File: src/rtl/t16_pkg.sv
package t16_pkg;

  // Register map, one byte per location
  localparam logic [7:0] ADDR_CNT_LO   = 8'h00;
  localparam logic [7:0] ADDR_CNT_HI   = 8'h01;
  localparam logic [7:0] ADDR_CMP_BASE = 8'h02;
  localparam logic [7:0] ADDR_ACTION   = 8'h06;
  localparam logic [7:0] ADDR_WAVE     = 8'h07;
  localparam logic [7:0] ADDR_FLAGS    = 8'h08;
  localparam logic [7:0] ADDR_IRQ_EN   = 8'h09;
  localparam logic [7:0] ADDR_FORCE    = 8'h0a;
  localparam logic [7:0] ADDR_PORT     = 8'h0b;

  // Field positions
  localparam int FLAG_OVF_BIT  = 0;
  localparam int FLAG_CMP_BIT0 = 1;
  localparam int PORT_DIR_BIT0 = 4;

  // Counter limits
  localparam logic [15:0] CNT_BOTTOM = 16'h0000;
  localparam logic [15:0] CNT_MAX    = 16'hffff;
  localparam logic [15:0] TOP_8BIT   = 16'h00ff;
  localparam logic [15:0] TOP_9BIT   = 16'h01ff;
  localparam logic [15:0] TOP_10BIT  = 16'h03ff;

  // Values after reset
  localparam logic [15:0] CMP_RST  = 16'h0000;
  localparam logic        WAVE_RST = 1'b0;

  typedef enum logic [3:0] {
    M_NORMAL   = 4'h0,
    M_PC8      = 4'h1,
    M_PC9      = 4'h2,
    M_PC10     = 4'h3,
    M_CTC_CMP  = 4'h4,
    M_FAST8    = 4'h5,
    M_FAST9    = 4'h6,
    M_FAST10   = 4'h7,
    M_PFC_CAP  = 4'h8,
    M_PFC_CMP  = 4'h9,
    M_PC_CAP   = 4'ha,
    M_PC_CMP   = 4'hb,
    M_CTC_CAP  = 4'hc,
    M_RSVD     = 4'hd,
    M_FAST_CAP = 4'he,
    M_FAST_CMP = 4'hf
  } t16_mode_t;

  typedef enum logic [1:0] {
    ACT_NONE   = 2'h0,
    ACT_TOGGLE = 2'h1,
    ACT_CLEAR  = 2'h2,
    ACT_SET    = 2'h3
  } t16_act_t;

  typedef enum logic {
    DIR_UP   = 1'b0,
    DIR_DOWN = 1'b1
  } t16_dir_t;

endpackage

File: src/rtl/t16_oc_top.sv
// Function
// - Compare count with each compare value; on equality set that channel's flag.
// - Enabled set compare flag requests interrupt; service acknowledge clears it.
// - Writing one to a compare flag bit clears it; zero leaves it.
// - Channel A compare value can be the counter TOP value.
// - Compare value double buffered in PWM modes, direct in normal and clear-on-match.
// - Buffered value moves to compare register only at TOP or BOTTOM.
// - Compare location accesses reach buffer when buffered, else compare register.
// - Compare value changes only by writes and buffer loads; high byte reads directly.
// - High byte written first into shared latch; low write loads 16 bits.
// - Force strobe in non-PWM modes acts on output as a match, no flag.
// - Counter write suppresses compare matches in the next timer tick.
// - Waveform output resets to zero and keeps value across mode changes.
// - Output action bits unbuffered; govern from first match after write.
// - Nonzero output action makes waveform output replace port value.
// - Output action zero leaves waveform output unchanged on match.
// - Output action never changes counting; only waveform mode does.
// - Mode 0 counts up only and wraps from max to zero.
// - Mode 0 sets overflow flag as counter becomes zero; service clears it.
// - Mode 0 accepts a counter write at any time.
`timescale 1ns/10ps
module t16_oc_top #(
  parameter int NCH = 2
) (
  // Clock and reset
  input  wire logic           mclk,
  input  wire logic           nrst,
  // Timer tick from the prescaler, same clock domain
  input  wire logic           timer_tick,
  // TOP source from the capture unit
  input  wire logic [15:0]    capture_value,
  // Register port
  input  wire logic [7:0]     reg_addr,
  input  wire logic [7:0]     reg_wdata,
  input  wire logic           reg_wr,
  input  wire logic           reg_rd,
  output logic      [7:0]     reg_rdata_r,
  // Interrupt requests and service acknowledges, bit 0 overflow
  input  wire logic [NCH:0]   irq_ack,
  output logic      [NCH:0]   irq_req_r,
  // Port pins
  output logic      [NCH-1:0] pin_out_r,
  output logic      [NCH-1:0] pin_oe_r
);

  // Compare locations 02h to 05h, below the action location, leave room for two channels only
  if (NCH < 1 || NCH > 2) begin : g_bad_nch
    $error("NCH must be 1 or 2");
  end

  logic [15:0]          timer_count_r;
  logic [15:0]          timer_count_nxt;
  logic [7:0]           temp_r;
  t16_pkg::t16_dir_t    dir_r;
  t16_pkg::t16_dir_t    dir_nxt;
  logic                 block_r;
  t16_pkg::t16_mode_t   waveform_select_r;
  logic [1:0]           output_action_select_r [NCH];
  logic [15:0]          compare_value_r [NCH];
  logic [15:0]          compare_buf_r [NCH];
  logic [NCH-1:0]       compare_flag_r;
  logic [NCH-1:0]       compare_flag_nxt;
  logic [NCH-1:0]       compare_irq_enable_r;
  logic [NCH-1:0]       wave_r;
  logic [NCH-1:0]       port_val_r;
  logic [NCH-1:0]       pin_direction_bit_r;
  logic [NCH-1:0]       match;
  logic [NCH-1:0]       wr_cmp_hi;
  logic                 overflow_flag_r;
  logic                 overflow_flag_nxt;
  logic                 ovf_irq_enable_r;
  logic                 is_pwm;
  logic                 is_fast;
  logic                 is_pfc;
  logic                 is_ctc;
  logic [15:0]          top_val;
  logic                 at_top;
  logic                 at_bot;
  logic                 upd;
  logic                 ovf_evt;
  logic                 wr_cnt_lo;
  logic                 wr_cnt_hi;
  logic                 wr_flags;
  logic                 wr_force;
  logic [7:0]           rd_data;

  assign wr_cnt_lo = reg_wr && (reg_addr == t16_pkg::ADDR_CNT_LO);
  assign wr_cnt_hi = reg_wr && (reg_addr == t16_pkg::ADDR_CNT_HI);
  assign wr_flags  = reg_wr && (reg_addr == t16_pkg::ADDR_FLAGS);
  assign wr_force  = reg_wr && (reg_addr == t16_pkg::ADDR_FORCE);

  // Mode classes; output action bits play no part here
  always_comb begin
    is_ctc  = (waveform_select_r == t16_pkg::M_CTC_CMP)
           || (waveform_select_r == t16_pkg::M_CTC_CAP);
    is_pwm  = !(is_ctc || waveform_select_r == t16_pkg::M_NORMAL);
    is_fast = (waveform_select_r == t16_pkg::M_FAST8)
           || (waveform_select_r == t16_pkg::M_FAST9)
           || (waveform_select_r == t16_pkg::M_FAST10)
           || (waveform_select_r == t16_pkg::M_FAST_CAP)
           || (waveform_select_r == t16_pkg::M_FAST_CMP);
    is_pfc  = (waveform_select_r == t16_pkg::M_PFC_CAP)
           || (waveform_select_r == t16_pkg::M_PFC_CMP);
  end

  // TOP selection
  always_comb begin
    case (waveform_select_r)
      t16_pkg::M_PC8, t16_pkg::M_FAST8:       top_val = t16_pkg::TOP_8BIT;
      t16_pkg::M_PC9, t16_pkg::M_FAST9:       top_val = t16_pkg::TOP_9BIT;
      t16_pkg::M_PC10, t16_pkg::M_FAST10:     top_val = t16_pkg::TOP_10BIT;
      t16_pkg::M_CTC_CMP, t16_pkg::M_PFC_CMP,
      t16_pkg::M_PC_CMP, t16_pkg::M_FAST_CMP: top_val = compare_value_r[0];
      t16_pkg::M_PFC_CAP, t16_pkg::M_PC_CAP,
      t16_pkg::M_CTC_CAP, t16_pkg::M_FAST_CAP: top_val = capture_value;
      default:                                top_val = t16_pkg::CNT_MAX;
    endcase
  end

  assign at_top = (timer_count_r == top_val);
  assign at_bot = (timer_count_r == t16_pkg::CNT_BOTTOM);
  // Double buffer load point
  assign upd = timer_tick && is_pwm && (is_pfc ? at_bot : at_top);

  // Counting sequence
  always_comb begin
    timer_count_nxt = timer_count_r + 16'h0001;
    dir_nxt         = dir_r;
    if (!is_pwm) begin
      if (is_ctc && at_top) begin
        timer_count_nxt = t16_pkg::CNT_BOTTOM;
      end
    end else if (is_fast) begin
      if (at_top) begin
        timer_count_nxt = t16_pkg::CNT_BOTTOM;
      end
    end else if (dir_r == t16_pkg::DIR_UP) begin
      if (at_top) begin
        timer_count_nxt = timer_count_r - 16'h0001;
        dir_nxt         = t16_pkg::DIR_DOWN;
      end
    end else begin
      if (at_bot) begin
        dir_nxt = t16_pkg::DIR_UP;
      end else begin
        timer_count_nxt = timer_count_r - 16'h0001;
      end
    end
  end

  // Processor write wins over counting, in any mode
  always_ff @(posedge mclk or negedge nrst) begin
    if (!nrst) begin
      timer_count_r <= t16_pkg::CNT_BOTTOM;
      dir_r         <= t16_pkg::DIR_UP;
    end else if (wr_cnt_lo) begin
      timer_count_r <= {temp_r, reg_wdata};
    end else if (timer_tick) begin
      timer_count_r <= timer_count_nxt;
      dir_r         <= dir_nxt;
    end
  end

  // Match blocking after a counter write, held until the next tick
  always_ff @(posedge mclk or negedge nrst) begin
    if (!nrst) begin
      block_r <= 1'b0;
    end else if (wr_cnt_lo) begin
      block_r <= 1'b1;
    end else if (timer_tick) begin
      block_r <= 1'b0;
    end
  end

  // Shared high-byte latch
  always_ff @(posedge mclk or negedge nrst) begin
    if (!nrst) begin
      temp_r <= 8'h00;
    end else if (wr_cnt_hi || (|wr_cmp_hi)) begin
      temp_r <= reg_wdata;
    end else if (reg_rd && reg_addr == t16_pkg::ADDR_CNT_LO) begin
      temp_r <= timer_count_r[15:8];
    end
  end

  // Mode setting, taking effect at once
  always_ff @(posedge mclk or negedge nrst) begin
    if (!nrst) begin
      waveform_select_r <= t16_pkg::M_NORMAL;
    end else if (reg_wr && reg_addr == t16_pkg::ADDR_WAVE) begin
      waveform_select_r <= t16_pkg::t16_mode_t'(reg_wdata[3:0]);
    end
  end

  // Enables and port control
  always_ff @(posedge mclk or negedge nrst) begin
    if (!nrst) begin
      compare_irq_enable_r <= '0;
      ovf_irq_enable_r     <= 1'b0;
      port_val_r           <= '0;
      pin_direction_bit_r  <= '0;
    end else if (reg_wr && reg_addr == t16_pkg::ADDR_IRQ_EN) begin
      ovf_irq_enable_r     <= reg_wdata[t16_pkg::FLAG_OVF_BIT];
      compare_irq_enable_r <= reg_wdata[t16_pkg::FLAG_CMP_BIT0 +: NCH];
    end else if (reg_wr && reg_addr == t16_pkg::ADDR_PORT) begin
      port_val_r          <= reg_wdata[NCH-1:0];
      pin_direction_bit_r <= reg_wdata[t16_pkg::PORT_DIR_BIT0 +: NCH];
    end
  end

  // Overflow event per mode
  assign ovf_evt = timer_tick && (is_pwm
                 ? (is_fast ? at_top : (at_bot && dir_r == t16_pkg::DIR_DOWN))
                 : (timer_count_r == t16_pkg::CNT_MAX));

  // Set wins over clear
  always_comb begin
    overflow_flag_nxt = overflow_flag_r;
    if (irq_ack[0] || (wr_flags && reg_wdata[t16_pkg::FLAG_OVF_BIT])) begin
      overflow_flag_nxt = 1'b0;
    end
    if (ovf_evt) begin
      overflow_flag_nxt = 1'b1;
    end
  end

  always_ff @(posedge mclk or negedge nrst) begin
    if (!nrst) begin
      overflow_flag_r <= 1'b0;
    end else begin
      overflow_flag_r <= overflow_flag_nxt;
    end
  end

  genvar gi;
  generate
    for (gi = 0; gi < NCH; gi++) begin : g_ch
      localparam logic [7:0] LO_ADDR = t16_pkg::ADDR_CMP_BASE + 8'(2 * gi);
      localparam logic [7:0] HI_ADDR = t16_pkg::ADDR_CMP_BASE + 8'(2 * gi + 1);
      logic           wr_lo;
      logic           frc;
      logic           act_evt;
      logic           wave_nxt;
      t16_pkg::t16_act_t act;

      assign wr_lo         = reg_wr && (reg_addr == LO_ADDR);
      assign wr_cmp_hi[gi] = reg_wr && (reg_addr == HI_ADDR);
      assign act           = t16_pkg::t16_act_t'(output_action_select_r[gi]);
      assign match[gi]     = timer_tick && !block_r
                          && (timer_count_r == compare_value_r[gi]);
      assign frc           = wr_force && reg_wdata[gi] && !is_pwm;
      assign act_evt       = match[gi] || frc;

      // Compare and buffer registers change only by writes and loads
      always_ff @(posedge mclk or negedge nrst) begin
        if (!nrst) begin
          compare_value_r[gi] <= t16_pkg::CMP_RST;
          compare_buf_r[gi]   <= t16_pkg::CMP_RST;
        end else if (wr_lo) begin
          compare_buf_r[gi] <= {temp_r, reg_wdata};
          if (!is_pwm) begin
            compare_value_r[gi] <= {temp_r, reg_wdata};
          end
        end else if (upd) begin
          compare_value_r[gi] <= compare_buf_r[gi];
        end
      end

      always_ff @(posedge mclk or negedge nrst) begin
        if (!nrst) begin
          output_action_select_r[gi] <= 2'h0;
        end else if (reg_wr && reg_addr == t16_pkg::ADDR_ACTION) begin
          output_action_select_r[gi] <= reg_wdata[2*gi +: 2];
        end
      end

      always_comb begin
        compare_flag_nxt[gi] = compare_flag_r[gi];
        if (irq_ack[gi+1]) begin
          compare_flag_nxt[gi] = 1'b0;
        end
        if (wr_flags && reg_wdata[t16_pkg::FLAG_CMP_BIT0 + gi]) begin
          compare_flag_nxt[gi] = 1'b0;
        end
        if (match[gi]) begin
          compare_flag_nxt[gi] = 1'b1;
        end
      end

      // Waveform generator per mode class
      always_comb begin
        wave_nxt = wave_r[gi];
        if (!is_pwm) begin
          if (act_evt) begin
            case (act)
              t16_pkg::ACT_TOGGLE: wave_nxt = !wave_r[gi];
              t16_pkg::ACT_CLEAR:  wave_nxt = 1'b0;
              t16_pkg::ACT_SET:    wave_nxt = 1'b1;
              default:             wave_nxt = wave_r[gi];
            endcase
          end
        end else if (act == t16_pkg::ACT_TOGGLE) begin
          if (match[gi] && gi == 0 && (waveform_select_r == t16_pkg::M_FAST_CMP
              || waveform_select_r == t16_pkg::M_PFC_CMP
              || waveform_select_r == t16_pkg::M_PC_CMP)) begin
            wave_nxt = !wave_r[gi];
          end
        end else if (act != t16_pkg::ACT_NONE) begin
          if (is_fast) begin
            if (match[gi]) begin
              wave_nxt = (act == t16_pkg::ACT_CLEAR);
            end else if (timer_tick && at_top) begin
              wave_nxt = (act == t16_pkg::ACT_SET);
            end
          end else if (match[gi]) begin
            wave_nxt = (dir_r == t16_pkg::DIR_DOWN) ^ (act == t16_pkg::ACT_SET);
          end
        end
      end

      // Output state survives mode changes
      always_ff @(posedge mclk or negedge nrst) begin
        if (!nrst) begin
          wave_r[gi]         <= t16_pkg::WAVE_RST;
          compare_flag_r[gi] <= 1'b0;
        end else begin
          wave_r[gi]         <= wave_nxt;
          compare_flag_r[gi] <= compare_flag_nxt[gi];
        end
      end

      // Pin override; direction stays with the port
      always_ff @(posedge mclk or negedge nrst) begin
        if (!nrst) begin
          pin_out_r[gi] <= 1'b0;
          pin_oe_r[gi]  <= 1'b0;
        end else begin
          pin_out_r[gi] <= (act != t16_pkg::ACT_NONE) ? wave_r[gi] : port_val_r[gi];
          pin_oe_r[gi]  <= pin_direction_bit_r[gi];
        end
      end
    end
  endgenerate

  // Interrupt requests follow flag and enable
  always_ff @(posedge mclk or negedge nrst) begin
    if (!nrst) begin
      irq_req_r <= '0;
    end else begin
      irq_req_r <= {compare_flag_r & compare_irq_enable_r,
                    overflow_flag_r & ovf_irq_enable_r};
    end
  end

  // Read multiplexer
  always_comb begin
    rd_data = 8'h00;
    case (reg_addr)
      t16_pkg::ADDR_CNT_LO: rd_data = timer_count_r[7:0];
      t16_pkg::ADDR_CNT_HI: rd_data = temp_r;
      t16_pkg::ADDR_WAVE:   rd_data = {4'h0, waveform_select_r};
      t16_pkg::ADDR_FLAGS:  rd_data[NCH:0] = {compare_flag_r, overflow_flag_r};
      t16_pkg::ADDR_IRQ_EN: rd_data[NCH:0] = {compare_irq_enable_r, ovf_irq_enable_r};
      t16_pkg::ADDR_PORT: begin
        rd_data[NCH-1:0]                        = port_val_r;
        rd_data[t16_pkg::PORT_DIR_BIT0 +: NCH]  = pin_direction_bit_r;
      end
      default: rd_data = 8'h00;
    endcase
    for (int i = 0; i < NCH; i++) begin
      if (reg_addr == t16_pkg::ADDR_ACTION) begin
        rd_data[2*i +: 2] = output_action_select_r[i];
      end
      if (reg_addr == t16_pkg::ADDR_CMP_BASE + 8'(2 * i)) begin
        rd_data = is_pwm ? compare_buf_r[i][7:0] : compare_value_r[i][7:0];
      end
      if (reg_addr == t16_pkg::ADDR_CMP_BASE + 8'(2 * i + 1)) begin
        rd_data = is_pwm ? compare_buf_r[i][15:8] : compare_value_r[i][15:8];
      end
    end
  end

  always_ff @(posedge mclk or negedge nrst) begin
    if (!nrst) begin
      reg_rdata_r <= 8'h00;
    end else begin
      reg_rdata_r <= reg_rd ? rd_data : 8'h00;
    end
  end

endmodule

File: config.mk
export PLATFORM = sky130hd
export DESIGN_NAME = t16_oc_top
export DESIGN_NICKNAME = d
export VERILOG_FILES = /design/src/rtl/t16_pkg.sv /design/src/rtl/t16_oc_top.sv
export SDC_FILE = /design/constraint.sdc
export NUM_CORES = 1
export LEC_CHECK = 0
export CAP_MARGIN = 10
export CORE_MARGIN = 3
export CORE_UTILIZATION = 41
export CTS_CLUSTER_DIAMETER = 150
export CTS_CLUSTER_SIZE = 20
export DETAILED_ROUTE_END_ITERATION = 8
export DONT_BUFFER_PORTS = 1
export PLACE_DENSITY = 0.58
export SLEW_MARGIN = 25
export SYNTH_ARGS = -nofsm -noshare
export SYNTH_HDL_FRONTEND = slang
export SYNTH_SLANG_ARGS = --single-unit
File: constraint.sdc
create_clock -name mclk -period 4.4 [get_ports mclk]
set_input_delay 0.88 -clock mclk [delete_from_list [all_inputs] [get_ports mclk]]
set_output_delay 0.88 -clock mclk [all_outputs]
set_load 0.02 [all_outputs]
==> out/metrics.cfg <==
[outcome]
outcome = finished clean

[yosys]
synth-async-reset-ratio = 1.000
yosysUniqueCellTypes = 78
synthTopCellsByArea = dfrtp_1 36%, mux2_2 8.3%, nand2_1 5.2%, mux2_4 3.5%, a21oi_1 3.1%
syn_area_um2 = 8653
ys_seq_area_frac = 0.3615
synth_warnings = 0
syn_nets = 1009
synth_most_common_cell = dfrtp_1
synth_cells = 966
synth_top_area_frac = 0.3615
synth_edf_count = 0
yosysTopAreaCell = dfrtp_1
yosys_register_bits = 125
synth_ff_type = dfrtp_1
synth_commonest_cells = 125 x dfrtp_1, 120 x nand2_1, 64 x mux2_2
syn_avg_cell_area_um2 = 8.958

[power]
peakVddDrop_uv = 255.1
powerDensity_nw_per_um2 = 446.6
internal_power_uw = 2710
p_sw_uw = 1538
swShare = 0.3620
p_clk_frac = 0.362
seq_power_share = 0.353
p_leak_uw = 0.003824
power_frac_comb = 0.285

[clock_network]
h-tree-depth = 4
cts.reportedPaths.clkPinSlew_ns = 0.07
clock_path_buffers = 2
cts_tree = done
numCtsBuffers = 17
root_buffer = clkbuf_16
ctsResizeCount = 0
cts_setup_buffers = 0
cts_sinks = 125
postCtsHoldBufs = 0
insertion_delay_ns = 0.43

[timing]
tightest_slew_ns = 1.046
rsz0062_at_grt = false
fin_crit_sh = 0.8455
final-hold-violation-count = 0
slew-limit-headroom = 0.3027
max_freq_mhz = 268.8
setup_ws_ns = 0.6797
maxSlewViolCount = 0
fin_worst_skew_ns = 0.01099
fin_crit_ns = 3.720
finalSetupViolCount = 0
setup_tns_ns = 0

[route]
finalWirelength_um = 30360
initialDrtViolationCount = 853
drt-vias-per-instance = 6.370
routed.top_layer = met4
drtPass1Iterations = 5
routedWlPerCell_um = 24.80
drc = 0
drt-met1-wl_um = 12860
wl_met2_um = 13750
wl_met3_um = 2609
vias = 7797
ant_nets = 0

[setup_path]
crit_arrival_ns = 4.04
cp_slowest_cell = or4bb_1
r2r_start = waveform_select_r[2]
cpPeakStageDelay_ns = 0.51
r2r_setup_slack_ns = 0.68
critical_path_class = reg -> reg
reg2reg_depth = 10
path_max_fanout = 22
worstPathRequired_ns = 4.72
crit_chain = nand2b_1, a31oi_1, o21bai_1, or4bb_1, nor4_2, and2_1, buf_4, nand4_1, a31oi_1, mux2_2
critPathBufInv = 1
critPathLaunchType = register
critPathCaptureType = register
critical-path-top-delay-family = simple AND/OR/NAND/NOR gates
crit_top_cell = a31oi_1
r2r-end = wave_r[0]

[floorplanning]
io_pins = 55
rows = 52
die_h_um = 151.3
start_util = 0.4222
dieArea_um2 = 22880
coreArea_um2 = 20490
die_width_um = 151.3

[job]
drv_cap = 0

[placed_design]
dp_slack_ns = 0.7285
portBuffers = 0
gp_congestion = 0.9615
dp_hpwl_um = 21420

[grt]
grt_max_degree = 126
grtUsageTotal = 0.2685
grt_pass1_vias = 7370
antenna_found_initial = 1
grt_pass1_wl_um = 45970
overflow = 0

[final_layout]
n_antenna_cell = 0
fill_cells = 1992
drive_above_1_share = 0.1740
regArea_um2 = 3128
nNetsFinal = 985
multi_input_area_um2 = 5106
synthToLayoutAreaGrowth_pct = 9.905

[min_path]
hp-class = in -> async

## cell usage in the layout (no fill, tap or decap), types with 15 or more instances in the layout
master,count
nand2b_1,16
a211oi_1,15
nor2b_1,16
dfrtp_1,125
clkbuf_16,17
o21ai_0,41
a31oi_1,25
nand3_1,27
a21oi_1,54
xnor2_1,23
mux2_2,64
mux2_4,20
buf_4,30
nand2_1,119
nor3_1,23
xor2_1,25
inv_1,22
nor2_1,53
## per-layer routing
| metal | up-vias | GRT usage |
|---|---|---|
| li1 | 3488 | - |
| met1 | 3840 | 0.3691 |
| met2 | 402 | 0.4090 |
| met3 | 67 | 0.06523 |
| met4 | 0 | 0.1024 |
| met5 | - | 0 |
## cell type report
| type | instances | area share |
|---|---|---|
| clock inverters | 12 | 0.01973 |
| clock buffers | 19 | 0.04657 |
| repair buffers | 30 | 0.02368 |
| flip-flops and latches | 125 | 0.3289 |
| well taps | 270 | 0.03552 |
| inverters | 22 | 0.008683 |
| multi-input cells | 746 | 0.5369 |
## flip-flops by register name, indices dropped and copies added (netlist names), 2 cells and up
name,cells
g_ch.act,4
port_val_r,2
reg_rdata_r,8
irq_req_r,3
pin_direction_bit_r,2
pin_oe_r,2
temp_r,8
compare_flag_r,2
wave_r,2
compare_irq_enable_r,2
waveform_select_r,4
compare_buf_r,32
timer_count_r,16
pin_out_r,2
compare_value_r,32
## stage by stage
stage | area (um^2) | utilization | cells | power [uW] | hold slack [ns]
floorplan | 8653 | - | 966 | 2298 | 0.3685
global placement | 8880 | 0.4333 | 1193 | 2694 | 0.4467
detailed placement | 8880 | 0.4333 | 1193 | 2691 | 0.4567
CTS | 9510 | 0.4640 | 1224 | 4221 | 0.1406
global route | 9510 | 0.4640 | 1224 | 4421 | 0.1309
finish | 9510 | 0.4640 | 1224 | 4248 | 0.1483
## cells by family (layout without fill, tap and decap cells)
family,Yosys count,after routing,share of synthesized area
buffers and inverters,95,83,0.04873
xor gates and xnor gates,48,48,0.04858
DFF,125,125,0.3615
AOI/OAI and AO/OA,247,247,0.1955
muxes,96,96,0.1319
adders and majority gates,3,3,0.004338
and+or+nand+nor,352,352,0.2095
## power groups by stage
stage / combinational [uW] / clock, uW / sequential [uW]
2_1_floorplan: 970 / 0 / 1330
3_3_place_gp: 1180 / 0 / 1510
3_5_place_dp: 1180 / 0 / 1510
4_1_cts: 1190 / 1550 / 1490
5_1_grt: 1310 / 1600 / 1510
6_report: 1210 / 1540 / 1500
## worst max-delay path by stage
stage / cells past startpoint / start / to
finish: 10 / waveform_select_r[2] / wave_r[0]
global route: 11 / waveform_select_r[0] / wave_r[0]
CTS: 10 / waveform_select_r[2] / wave_r[0]
detailed placement: 10 / capture_value[10] / wave_r[0]
global placement: 10 / capture_value[10] / wave_r[0]
floorplan: 7 / reg_addr[5] / compare_value_r[21]
(Power assumes the default switching activity.)
